File: src/core/fcs_pkg.sv
package fcs_pkg;
  // core clock and time bases
  localparam int CLK_NS             = 10;        // core_clk period in ns
  localparam int CORE_KHZ           = 100000;    // core_clk rate
  localparam int OSC_KHZ            = 10000;     // internal start-up oscillator rate
  localparam int OSC_DIV_CYC        = CORE_KHZ / OSC_KHZ;
  localparam int POR_LONG_MS        = 100;       // power-on delay, select low
  localparam int POR_SHORT_MS       = 12;        // power-on delay, select high
  localparam int RESTART_US         = 40;        // longest error hold before auto restart
  localparam int RESTART_CYC        = RESTART_US * 1000 / CLK_NS;
  localparam int CFG_BYTE_CLOCK_MAX_PERIOD_NS = 10;        // slowest byte clock period allowed
  localparam int CD2CU_NS           = 4 * CFG_BYTE_CLOCK_MAX_PERIOD_NS;  // done high to user clock enabled
  localparam int CD2CU_CYC          = (CD2CU_NS + CLK_NS - 1) / CLK_NS;
  localparam int INIT_USER_CYCLES   = 299;       // user start-up clock cycles to user mode
  localparam int INIT_OSC_CYCLES    = 299;       // oscillator cycles spent on initialization
  localparam int SYNC_DELAY_CYC     = 2;         // cycles until a strap is past its synchroniser
  // widths
  localparam int TMR_W  = 24;
  localparam int CNT_W  = 24;
  localparam int ADDR_W = 5;
  // register byte offsets
  localparam logic [ADDR_W-1:0] REG_CTRL       = 5'h00;
  localparam logic [ADDR_W-1:0] REG_BYTE_TOTAL = 5'h04;
  localparam logic [ADDR_W-1:0] REG_STATE      = 5'h08;
  localparam logic [ADDR_W-1:0] REG_BYTE_COUNT = 5'h0C;
  localparam logic [ADDR_W-1:0] REG_LAST_BYTE  = 5'h10;
  // field positions
  localparam int CTRL_USER_CLK_BIT  = 0;
  localparam int CTRL_AUTO_RST_BIT  = 1;
  localparam int CTRL_ERROR_BIT     = 2;
  localparam int STATE_DONE_BIT     = 3;
  localparam int STATE_USER_BIT     = 4;
  localparam int STATE_ERR_BIT      = 5;
  // values after reset
  localparam logic [CNT_W-1:0] BYTE_TOTAL_RST = 24'h000100;
  // sequencer states
  typedef enum logic [2:0] {
    ST_POR, ST_RESET, ST_CONFIG, ST_DONE_WAIT, ST_INIT, ST_USER, ST_ERROR
  } fcs_state_t;
endpackage : fcs_pkg

File: src/core/fcs_sequencer.sv
`timescale 1ns/1ns
module fcs_sequencer
  import fcs_pkg::*;
#(
  parameter int unsigned POR_LONG_CYC  = POR_LONG_MS * 1000000 / CLK_NS,   // power-on cycles, select low
  parameter int unsigned POR_SHORT_CYC = POR_SHORT_MS * 1000000 / CLK_NS   // power-on cycles, select high
) (
  input  wire logic              core_clk,            // core clock, 100 MHz
  input  wire logic              rst,                 // async reset, active high
  input  wire logic              cfg_request_n,       // configuration request pin, high level starts, low forces reset
  input  wire logic              cfg_status_n_in,     // status line level
  output logic                   cfg_status_n_out,    // status drive value, always low
  output logic                   cfg_status_n_oe,     // drives status low while high
  input  wire logic              cfg_done_in,         // done line level
  output logic                   cfg_done_out,        // done drive value, always low
  output logic                   cfg_done_oe,         // drives done low while high
  input  wire logic              cfg_byte_clock,      // configuration byte clock pin
  input  wire logic [7:0]        cfg_data,            // configuration data pins
  input  wire logic              user_startup_clock,  // optional start-up clock pin
  input  wire logic              por_delay_select,    // power-on delay strap
  input  wire logic              weak_pullup_disable, // pull-up control pin
  output logic                   user_io_oe,          // user I/O may drive
  output logic                   weak_pullup_en,      // weak pull-ups on
  output logic                   user_mode,           // device in user mode
  output logic                   local_decompress_en, // own decompression and security
  input  wire logic [ADDR_W-1:0] avs_address,         // byte address
  input  wire logic              avs_read,            // read request
  input  wire logic              avs_write,           // write request
  input  wire logic [31:0]       avs_writedata,       // write data
  output logic      [31:0]       avs_readdata,        // read data
  output logic                   avs_waitrequest      // slave not ready
);
  // all sequencer state
  typedef struct packed {
    fcs_state_t       st;          // sequencer state
    logic [TMR_W-1:0] tmr;         // delay timer
    logic [3:0]       osc_div;     // oscillator divider
    logic [CNT_W-1:0] byte_cnt;    // bytes taken
    logic [CNT_W-1:0] byte_total;  // bytes in a full image
    logic [7:0]       last_byte;   // most recent byte
    logic             use_user_clk;
    logic             auto_restart;
    logic             err_sticky;
    logic             por_sel;     // captured delay strap
    logic             cfg_byte_clock_prev;   // byte clock, one cycle older
    logic             uclk_prev;   // user clock, one cycle older
    logic             status_oe;
    logic             done_oe;
    logic             io_oe;
    logic             pullup_en;
    logic             umode;
    logic             decomp_en;
    logic             waitreq;
    logic [31:0]      rdata;
  } fcs_regs_t;

  fcs_regs_t q, d;                 // registered state and its next value

  logic [7:0]       data_s;        // synchronised data
  logic             req_s;         // synchronised request
  logic             status_s;      // synchronised status line
  logic             done_s;        // synchronised done line
  logic             cfg_byte_clock_s;        // synchronised byte clock
  logic             uclk_s;        // synchronised user clock
  logic             por_delay_select_s;      // synchronised strap
  logic             pud_s;         // synchronised pull-up control
  logic             cfg_byte_clock_rise;     // byte clock rising edge
  logic             uclk_rise;     // user clock rising edge
  logic             osc_tick;      // one pulse per oscillator cycle
  logic             init_step;     // one initialization clock cycle
  logic             init_clear;    // hold the init counter at zero
  logic             init_reached;  // initialization cycles done
  logic [CNT_W-1:0] init_limit;    // cycles the chosen clock needs
  logic [CNT_W-1:0] init_count;    // init cycles so far
  logic             sw_error;      // software flags a configuration error
  logic             err_clear;     // software clears the error flag
  logic             por_done;      // power-on delay elapsed

  // all configuration pins pass two flops first; reset and the register bus are used directly
  fcs_sync #(.W(15)) u_sync (
    .core_clk (core_clk),
    .rst      (rst),
    .d        ({cfg_data, cfg_request_n, cfg_status_n_in, cfg_done_in, cfg_byte_clock,
                user_startup_clock, por_delay_select, weak_pullup_disable}),
    .q        ({data_s, req_s, status_s, done_s, cfg_byte_clock_s, uclk_s, por_delay_select_s, pud_s})
  );

  // edges of the sampled clocks; the user clock is resolved only up to half the core rate
  assign cfg_byte_clock_rise = cfg_byte_clock_s && !q.cfg_byte_clock_prev;
  assign uclk_rise = uclk_s && !q.uclk_prev;
  assign osc_tick  = (q.osc_div == 4'(OSC_DIV_CYC - 1));

  // init clock: user clock only after the done-to-user-clock delay, else the oscillator
  assign init_clear = (q.st != ST_INIT);
  assign init_step  = q.use_user_clk ? (uclk_rise && q.tmr >= TMR_W'(CD2CU_CYC))
                                     : osc_tick;
  assign init_limit = q.use_user_clk ? CNT_W'(INIT_USER_CYCLES) : CNT_W'(INIT_OSC_CYCLES);

  // counts initialization cycles, saturating
  fcs_sat_counter #(.W(CNT_W)) u_init_cnt (
    .core_clk (core_clk),
    .rst      (rst),
    .clear    (init_clear),
    .step     (init_step),
    .limit    (init_limit),
    .count    (init_count),
    .reached  (init_reached)
  );

  // power-on delay picked by the captured strap
  assign por_done = q.por_sel ? (q.tmr >= TMR_W'(POR_SHORT_CYC - 1))
                              : (q.tmr >= TMR_W'(POR_LONG_CYC - 1));

  // bus side decode of one-shot commands, taken at the accepting edge
  assign sw_error  = avs_write && !q.waitreq && avs_address == REG_CTRL && avs_writedata[CTRL_ERROR_BIT];
  assign err_clear = avs_write && !q.waitreq && avs_address == REG_STATE && avs_writedata[STATE_ERR_BIT];

  // next-state logic
  always_comb begin
    d           = q;
    d.cfg_byte_clock_prev = cfg_byte_clock_s;
    d.uclk_prev = uclk_s;
    d.osc_div   = osc_tick ? 4'h0 : q.osc_div + 4'h1;
    d.tmr       = (q.tmr == '1) ? q.tmr : q.tmr + TMR_W'(1);
    // sequencer
    case (q.st)
      ST_POR: begin
        // strap caught once it is past its synchroniser
        if (q.tmr == TMR_W'(SYNC_DELAY_CYC)) begin
          d.por_sel = por_delay_select_s;
        end
        if (por_done && q.tmr > TMR_W'(SYNC_DELAY_CYC)) begin
          d.st = ST_RESET;
        end
      end
      ST_RESET: begin
        // the source's enable low during its power-on holds us here
        if (req_s && status_s) begin
          d.st       = ST_CONFIG;
          d.byte_cnt = '0;
        end
      end
      ST_CONFIG: begin
        if (!status_s || sw_error) begin
          d.st = ST_ERROR;
        end else if (cfg_byte_clock_rise) begin
          d.byte_cnt  = q.byte_cnt + CNT_W'(1);
          d.last_byte = data_s;
          if (q.byte_cnt + CNT_W'(1) == q.byte_total) begin
            d.st = ST_DONE_WAIT;
          end
        end
      end
      ST_DONE_WAIT: begin
        // the line's rise, not our release, starts initialization
        if (!status_s) begin
          d.st = ST_ERROR;
        end else if (done_s) begin
          d.st = ST_INIT;
        end
      end
      ST_INIT: begin
        if (init_reached) begin
          d.st = ST_USER;
        end
      end
      ST_USER: begin
        d.st = ST_USER;
      end
      ST_ERROR: begin
        if (q.auto_restart && q.tmr >= TMR_W'(RESTART_CYC - 1)) begin
          d.st = ST_RESET;
        end
      end
      default: begin
        d.st = ST_POR;
      end
    endcase
    // request low forces reset from any stage after power-on
    if (q.st != ST_POR && !req_s) begin
      d.st = ST_RESET;
    end
    // timer restarts on every state change
    if (d.st != q.st) begin
      d.tmr = '0;
    end
    // sticky error, the set wins over a clear
    if (d.st == ST_ERROR && q.st != ST_ERROR) begin
      d.err_sticky = 1'b1;
    end else if (err_clear) begin
      d.err_sticky = 1'b0;
    end
    // pin controls follow the next state so they never lag it
    d.status_oe = (d.st == ST_POR) || (d.st == ST_ERROR)
               || (d.st == ST_RESET && !req_s);
    d.done_oe   = !(d.st == ST_DONE_WAIT || d.st == ST_INIT || d.st == ST_USER);
    d.io_oe     = (d.st == ST_USER);
    d.pullup_en = !pud_s && d.st != ST_POR && d.st != ST_USER;
    d.umode     = (d.st == ST_USER);
    d.decomp_en = 1'b0;
    // register bus: one wait cycle, then the access completes
    if ((avs_read || avs_write) && q.waitreq) begin
      d.waitreq = 1'b0;
      case (avs_address)
        REG_CTRL:       d.rdata = {30'h0, q.auto_restart, q.use_user_clk};
        REG_BYTE_TOTAL: d.rdata = {8'h00, q.byte_total};
        REG_STATE:      d.rdata = {26'h0, q.err_sticky, q.umode, !q.done_oe, q.st};
        REG_BYTE_COUNT: d.rdata = {8'h00, q.byte_cnt};
        REG_LAST_BYTE:  d.rdata = {24'h0, q.last_byte};
        default:        d.rdata = 32'h0;
      endcase
    end else begin
      d.waitreq = 1'b1;
    end
    // writes land at the edge where waitrequest is seen low
    if (avs_write && !q.waitreq) begin
      case (avs_address)
        REG_CTRL: begin
          d.use_user_clk = avs_writedata[CTRL_USER_CLK_BIT];
          d.auto_restart = avs_writedata[CTRL_AUTO_RST_BIT];
        end
        REG_BYTE_TOTAL: d.byte_total = avs_writedata[CNT_W-1:0];
        default: ;
      endcase
    end
  end

  // state register
  always_ff @(posedge core_clk or posedge rst) begin
    if (rst) begin
      q            <= '0;
      q.st         <= ST_POR;
      q.byte_total <= BYTE_TOTAL_RST;
      q.status_oe  <= 1'b1;
      q.done_oe    <= 1'b1;
      q.waitreq    <= 1'b1;
    end else begin
      q <= d;
    end
  end

  // outputs straight from flops, the two drive values tied low
  assign cfg_status_n_out    = 1'b0;
  assign cfg_done_out        = 1'b0;
  assign cfg_status_n_oe     = q.status_oe;
  assign cfg_done_oe         = q.done_oe;
  assign user_io_oe          = q.io_oe;
  assign weak_pullup_en      = q.pullup_en;
  assign user_mode           = q.umode;
  assign local_decompress_en = q.decomp_en;
  assign avs_readdata        = q.rdata;
  assign avs_waitrequest     = q.waitreq;
endmodule : fcs_sequencer

File: src/core/fcs_sync.sv
`timescale 1ns/1ns
module fcs_sync #(
  parameter int W = 1                          // number of bits
) (
  input  wire logic         core_clk,          // core clock
  input  wire logic         rst,               // async reset, active high
  input  wire logic [W-1:0] d,                 // asynchronous inputs
  output logic      [W-1:0] q                  // synchronised outputs
);
  // one two-flop chain per bit; the first flop feeds only the second
  for (genvar i = 0; i < W; i++) begin : g_bit
    logic meta_q;                              // first stage
    always_ff @(posedge core_clk or posedge rst) begin
      if (rst) begin
        meta_q <= 1'b0;
        q[i]   <= 1'b0;
      end else begin
        meta_q <= d[i];
        q[i]   <= meta_q;
      end
    end
  end
endmodule : fcs_sync

File: src/core/fcs_sat_counter.sv
`timescale 1ns/1ns
module fcs_sat_counter #(
  parameter int W = 16                         // counter width
) (
  input  wire logic         core_clk,          // core clock
  input  wire logic         rst,               // async reset, active high
  input  wire logic         clear,             // restart from zero
  input  wire logic         step,              // count one cycle
  input  wire logic [W-1:0] limit,             // count that ends the run
  output logic      [W-1:0] count,             // current count
  output logic              reached            // count has reached limit
);
  // saturates at the limit so a late step cannot wrap it
  always_ff @(posedge core_clk or posedge rst) begin
    if (rst) begin
      count <= '0;
    end else if (clear) begin
      count <= '0;
    end else if (step && count < limit) begin
      count <= count + W'(1);
    end
  end
  assign reached = (count >= limit);
endmodule : fcs_sat_counter

File: config.mk
export PLATFORM = sky130hd
export DESIGN_NAME = fcs_sequencer
export DESIGN_NICKNAME = d
export VERILOG_FILES = /design/src/core/fcs_pkg.sv /design/src/core/fcs_sequencer.sv /design/src/core/fcs_sync.sv /design/src/core/fcs_sat_counter.sv
export SDC_FILE = /design/constraint.sdc
export NUM_CORES = 1
export LEC_CHECK = 0
export ABC_AREA = 1
export ABC_CLOCK_PERIOD_IN_PS = 7820
export BUFFER_PORTS_ARGS = -buffer_cell sky130_fd_sc_hd__buf_2
export CORE_ASPECT_RATIO = 1.5
export CORE_UTILIZATION = 37
export DETAILED_ROUTE_END_ITERATION = 12
export GPL_TIMING_DRIVEN = 0
export RECOVER_POWER = 50
export SLEW_MARGIN = 30
export SYNTH_ARGS = -nofsm -noshare
export SYNTH_HDL_FRONTEND = slang
export SYNTH_SLANG_ARGS = --single-unit
export TNS_END_PERCENT = 100
File: constraint.sdc
create_clock -name core_clk -period 7.82 [get_ports core_clk]
set_input_delay 1.173 -clock core_clk [delete_from_list [all_inputs] [get_ports core_clk]]
set_output_delay 1.173 -clock core_clk [all_outputs]
set_load 0.05 [all_outputs]
After elaboration in Yosys (flattened, before gate mapping) --
Index checks and enable logic that the tools add are counted.
Word-level totals: input bits 56, output and inout port bits 41, word-level logic and storage cells 159, register bits 184
Cells by class: reductions and logical operators 45, order comparisons 7, $add $sub $neg 4, bitwise operators 1, muxes and demuxes 26, equal/unequal tests 27
Operators with widths (number):
- two-way mux 24 bit | 7
- one-hot mux 24 bit (5 select lines) | 1
- adder 24 x 1 -> 24 bit, second input constant | 3
- one-hot mux 24 bit (2 select lines) | 1
- two-way mux 3 bit | 10
- == test 24 x 2 -> 1 bit, second input constant | 1
- == test 24 bit | 1
- == test 24 bit, second input constant | 1
- greater-or-equal comparator 24 x 12 -> 1 bit, second input constant | 1
- greater-or-equal comparator 24 x 21 -> 1 bit, second input constant | 1
- greater-or-equal comparator 24 bit, second input constant | 1
- greater-or-equal comparator 24 x 3 -> 1 bit, second input constant | 1
- greater-or-equal comparator 24 x 9 -> 1 bit, second input constant | 1
- greater-than comparator 24 x 2 -> 1 bit, second input constant | 1
- < comparator 24 x 9 -> 1 bit, second input constant | 1
- one-hot mux 3 bit (7 select lines) | 1
- == test 3 bit, second input constant | 6
- logical AND 1 bit | 18
- == test 5 x 4 -> 1 bit, second input constant | 2
- == test 3 x 2 -> 1 bit, second input constant | 3
- != test 3 bit, second input constant | 3
- logical NOT 1 bit | 8
- == test 3 x 1 -> 1 bit, second input constant | 2
- logical NOT 3 bit | 2
- 17 further kinds | 33

Longest topological paths before layout --
depth in word-level cells 12, depth in mapped cells 20, mapped depth without buffers 19

Cells and area by module --
From an unflattened synthesis, not the netlist that was laid out.
Unflattened totals: cells, all modules 1451, area total of the unflattened synthesis 10706.5 um^2
By module, submodules not included:
- fcs_sequencer | sequential area each 3057.9 um^2, area each 7498.4 um^2, cells each 1045, times used 1
- fcs_sat_counter | sequential area each 600.6 um^2, area each 2453.6 um^2, cells each 375, times used 1
- fcs_sync | sequential area each 750.7 um^2, area each 754.5 um^2, cells each 31, times used 1

Worst setup path before layout --
OpenSTA, ideal clock, no wires.
path type in2reg, start point input avs_address[1], end point register q[110] (netlist name), arrival 2.758 ns, setup time 0.068 ns, buffers on the path 1, cell stages on the path 14, data required time 7.752 ns, slack 4.994 ns, cells stage by stage nor2_2 -> nand3_1 -> nor2_1 -> nand2_1 -> o21ai_1 -> nand2_1 -> nand3_1 -> nor2_1 -> nor2_2 -> nor2_1 -> nor3_2 -> nand2_4 -> buf_12 -> nor2_4
RTL lines:
- start, declared | RTL line fcs_sequencer.sv:26 | input wire logic [ADDR_W-1:0] avs_address,
- end, declared | RTL line fcs_sequencer.sv:57 | fcs_regs_t q, d;

==> impl_metrics.env <==
export IMPL_stdcell_area_mm2=0.0106
export IMPL_cts_setup_buffers=0
export IMPL_required_ns=7.69
export IMPL_worstSetupEndpointType="asynchronous set/reset pin"
export IMPL_n_antenna_cell=0
export IMPL_drive_above_1_share_pct=15.6
export IMPL_synth_seq_area_share_pct=48.3
export IMPL_cts_resized=0
export IMPL_setup_worst_path_class="in2async"
export IMPL_violations="capacitance limit, slew limit"
export IMPL_place_hpwl_um=18200
export IMPL_min_path_type="reg2reg"
export IMPL_synth_flop_cell="dfrtp_1"
export IMPL_ys_top_cells_by_area="dfrtp_1 47%, nand2_1 12%, inv_1 6.2%"
export IMPL_startpoint_type="input pin"
export IMPL_dpl_cell_area_mm2=0.0100
export IMPL_fin_skew_ns=0.0175
export IMPL_path_cells="buf_2 -> clkinvlp_2"
export IMPL_die_w_um=130
export IMPL_synth_area_per_cell_um2=7.86
export IMPL_cts_max_path_buffers=2
export IMPL_drt_total_wl_um=23800
export IMPL_drt_antenna_violating_nets=0
export IMPL_net_switching_power_w=0.000850
export IMPL_worst_slew_pin_slew_ns=3.93
export IMPL_die_area_mm2=0.0253
export IMPL_grt_util_all_layers_pct=20.0
export IMPL_synth_top_area_share_pct=47.1
export IMPL_grt_max_degree=91
export IMPL_hold_depth=0
export IMPL_place_congestion=0.944
export IMPL_synthCells=1162
export IMPL_clkTransAtPathRegs_ns=0.07
export IMPL_grt_overflow=0
export IMPL_die_y_um=194
export IMPL_p_int_w=0.00162
export IMPL_syn_area_mm2=0.00913
export IMPL_synth_commonest_cells="293 x nand2_1, 172 x dfrtp_1, 151 x inv_1, 136 x nor2_1, 85 x nand3_1"
export IMPL_vias=7790
export IMPL_r2r_cells=19
export IMPL_yosysMostFrequentCell="nand2_1"
export IMPL_synth_seq_cells=176
export IMPL_seq_power_share_pct=42.7
export IMPL_setup_tns_ns=0
export IMPL_ys_types=50
export IMPL_hold_violations=0
export IMPL_switching_share_pct=34.5
export IMPL_drcViolationCount=0
export IMPL_cp_max_fo=90
export IMPL_dr_pass1_iters=6
export IMPL_cts_inserted_buffers=17
export IMPL_ios=97
export IMPL_num_rows=70
export IMPL_ctsHoldBuffers=0
export IMPL_initial_utilization_pct=37.5
export IMPL_crit_buf_inv=2
export IMPL_drt_iter0_markers=411
export IMPL_period_share_pct=46.6
export IMPL_finish_utilization_pct=43.4
export IMPL_cp_arrival_ns=3.52
export IMPL_power_density_mw_per_mm2=233
export IMPL_tritoncts="built"
export IMPL_leakagePower_nw=5.02
export IMPL_worst_skew_pair_late_latency_ns=0.45
export IMPL_status="finished with violations"
export IMPL_synth_edff_count=0
export IMPL_htree_levels=4
export IMPL_clock_power_share_pct=34.1
export IMPL_ys_async_sr_fraction_pct=100
export IMPL_grt_pass1_wl_um=38500
export IMPL_yosysWarnings=0
export IMPL_final_max_slew_viol_count=90
export IMPL_synth_top_area_cell="dfrtp_1"
export IMPL_vias_per_cell=4.85
export IMPL_placed_cells=1574
export IMPL_vdd_ir_drop_max_v=0.000167
export IMPL_cp_slowest_stage_delay_ns=2.21
export IMPL_nNetsFinal=1329
export IMPL_worstSetupPathDepth=2
export IMPL_cts_root_buf="clkbuf_16"
export IMPL_finalSetupViolations=0
export IMPL_first_global_vias=7722
export IMPL_fmax_ghz=0.274
export IMPL_path_delay_family="buffers and inverters"
export IMPL_clkSinkCount=176
export IMPL_core_mm2=0.0243
export IMPL_numPortBuffers=77
export IMPL_crit_path_top_delay_cell="clkinvlp_2"
export IMPL_total_power_w=0.00247
export IMPL_rsz0062_at_grt="false"
export IMPL_period_needed_ns=3.65
export IMPL_antenna_found_initial=0
export IMPL_maxCapViolCount=1
export IMPL_combPwrFrac_pct=23.2
export IMPL_post_drt_wl_per_cell_um=14.8
export IMPL_final_cells=1606
export IMPL_slew_limit_headroom_pct=-164
export IMPL_areaGrowthSynthToFinish_pct=15.7
-- area by class of cell --
type | count | area, µm²
timing repair buffer | 78 | 412
buffer | 63 | 398
fill | 2570 | 13800
clock inverter | 15 | 149
tap | 324 | 405
multi-input combinational | 780 | 3790
clock buffer | 17 | 425
sequential | 176 | 4410
inverter | 153 | 576
-- path summary, 6_finish.rpt --
path,endpoint,slack [ns],startpoint
worst max-delay path,avs_readdata[21],4.17,rst
worst min-delay path,u_sync.q[11],0.35,u_sync.g_bit[11].meta_q
worst max register to register,q[107],4.91,q[77]
worst min register to register,u_sync.q[11],0.35,u_sync.g_bit[11].meta_q
max in group core_clk,q[46],4.70,avs_address[1]
min in group asynchronous,u_sync.g_bit[12].meta_q,1.92,rst
-- logic make-up after synthesis --
| family | Yosys count | synth area share, % |
|---|---|---|
| simple gates | 606 | 29.3 |
| buf+inv | 216 | 10.6 |
| flops | 176 | 48.3 |
| compound gates | 136 | 8.62 |
| xor+xnor | 22 | 2.41 |
| fa+ha+maj | 4 | 0.548 |
| other cells | 1 | 0.0411 |
| mux | 1 | 0.123 |
-- through the flow --
stage	hold slack, ns	setup slack (ns)
6_report	0.348	4.17
4_1_cts	0.350	4.70
3_3_place_gp	0.334	-0.268
5_1_grt	0.354	3.43
3_5_place_dp	0.335	4.24
2_1_floorplan	0.331	1.88
-- sequential cells by signal, summed over array words and instances (netlist names) --
| register | flops |
|---|---|
| q | 93 |
| avs_readdata | 24 |
| u_init_cnt.count | 24 |
| u_sync.g_bit.meta_q | 15 |
| u_sync.q | 15 |
| avs_waitrequest | 1 |
| cfg_done_oe | 1 |
| cfg_status_n_oe | 1 |
| user_mode | 1 |
| weak_pullup_en | 1 |
-- layer usage --
| layer | part of all wire (%) | track usage (%) | vias to the layer above |
|---|---|---|---|
| met2 | 53 | 35.8 | 201 |
| li1 | - | - | 3872 |
| met3 | 3.4 | 3.36 | 54 |
| met5 | 0 | 0 | - |
| met4 | 3.6 | 9.78 | 0 |
| met1 | 40 | 22.6 | 3663 |
-- cells in the final DEF, fill, tap and decap left out, drive strengths merged, types with 5 or more instances in the layout --
cell	count
a21oi	35
buf	121
clkbuf	37
conb	11
dfrtp	172
inv	159
nand2	300
nand3	88
nand4	19
nor2	165
nor3	23
o21ai	47
o22ai	33
xnor2	5
xor2	15
-- power groups by stage --
stage / Combinational, W / Sequential (W) / Clock (W)
after CTS: 0.000583 / 0.00105 / 0.000864
after global placement: 0.000574 / 0.00107 / 0
final: 0.000572 / 0.00105 / 0.000841
after detailed placement: 0.000582 / 0.00107 / 0
after floorplan: 0.000412 / 0.00108 / 0
after global routing: 0.000631 / 0.00106 / 0.000897
No activity file was read; power rests on OpenSTA's default activity.
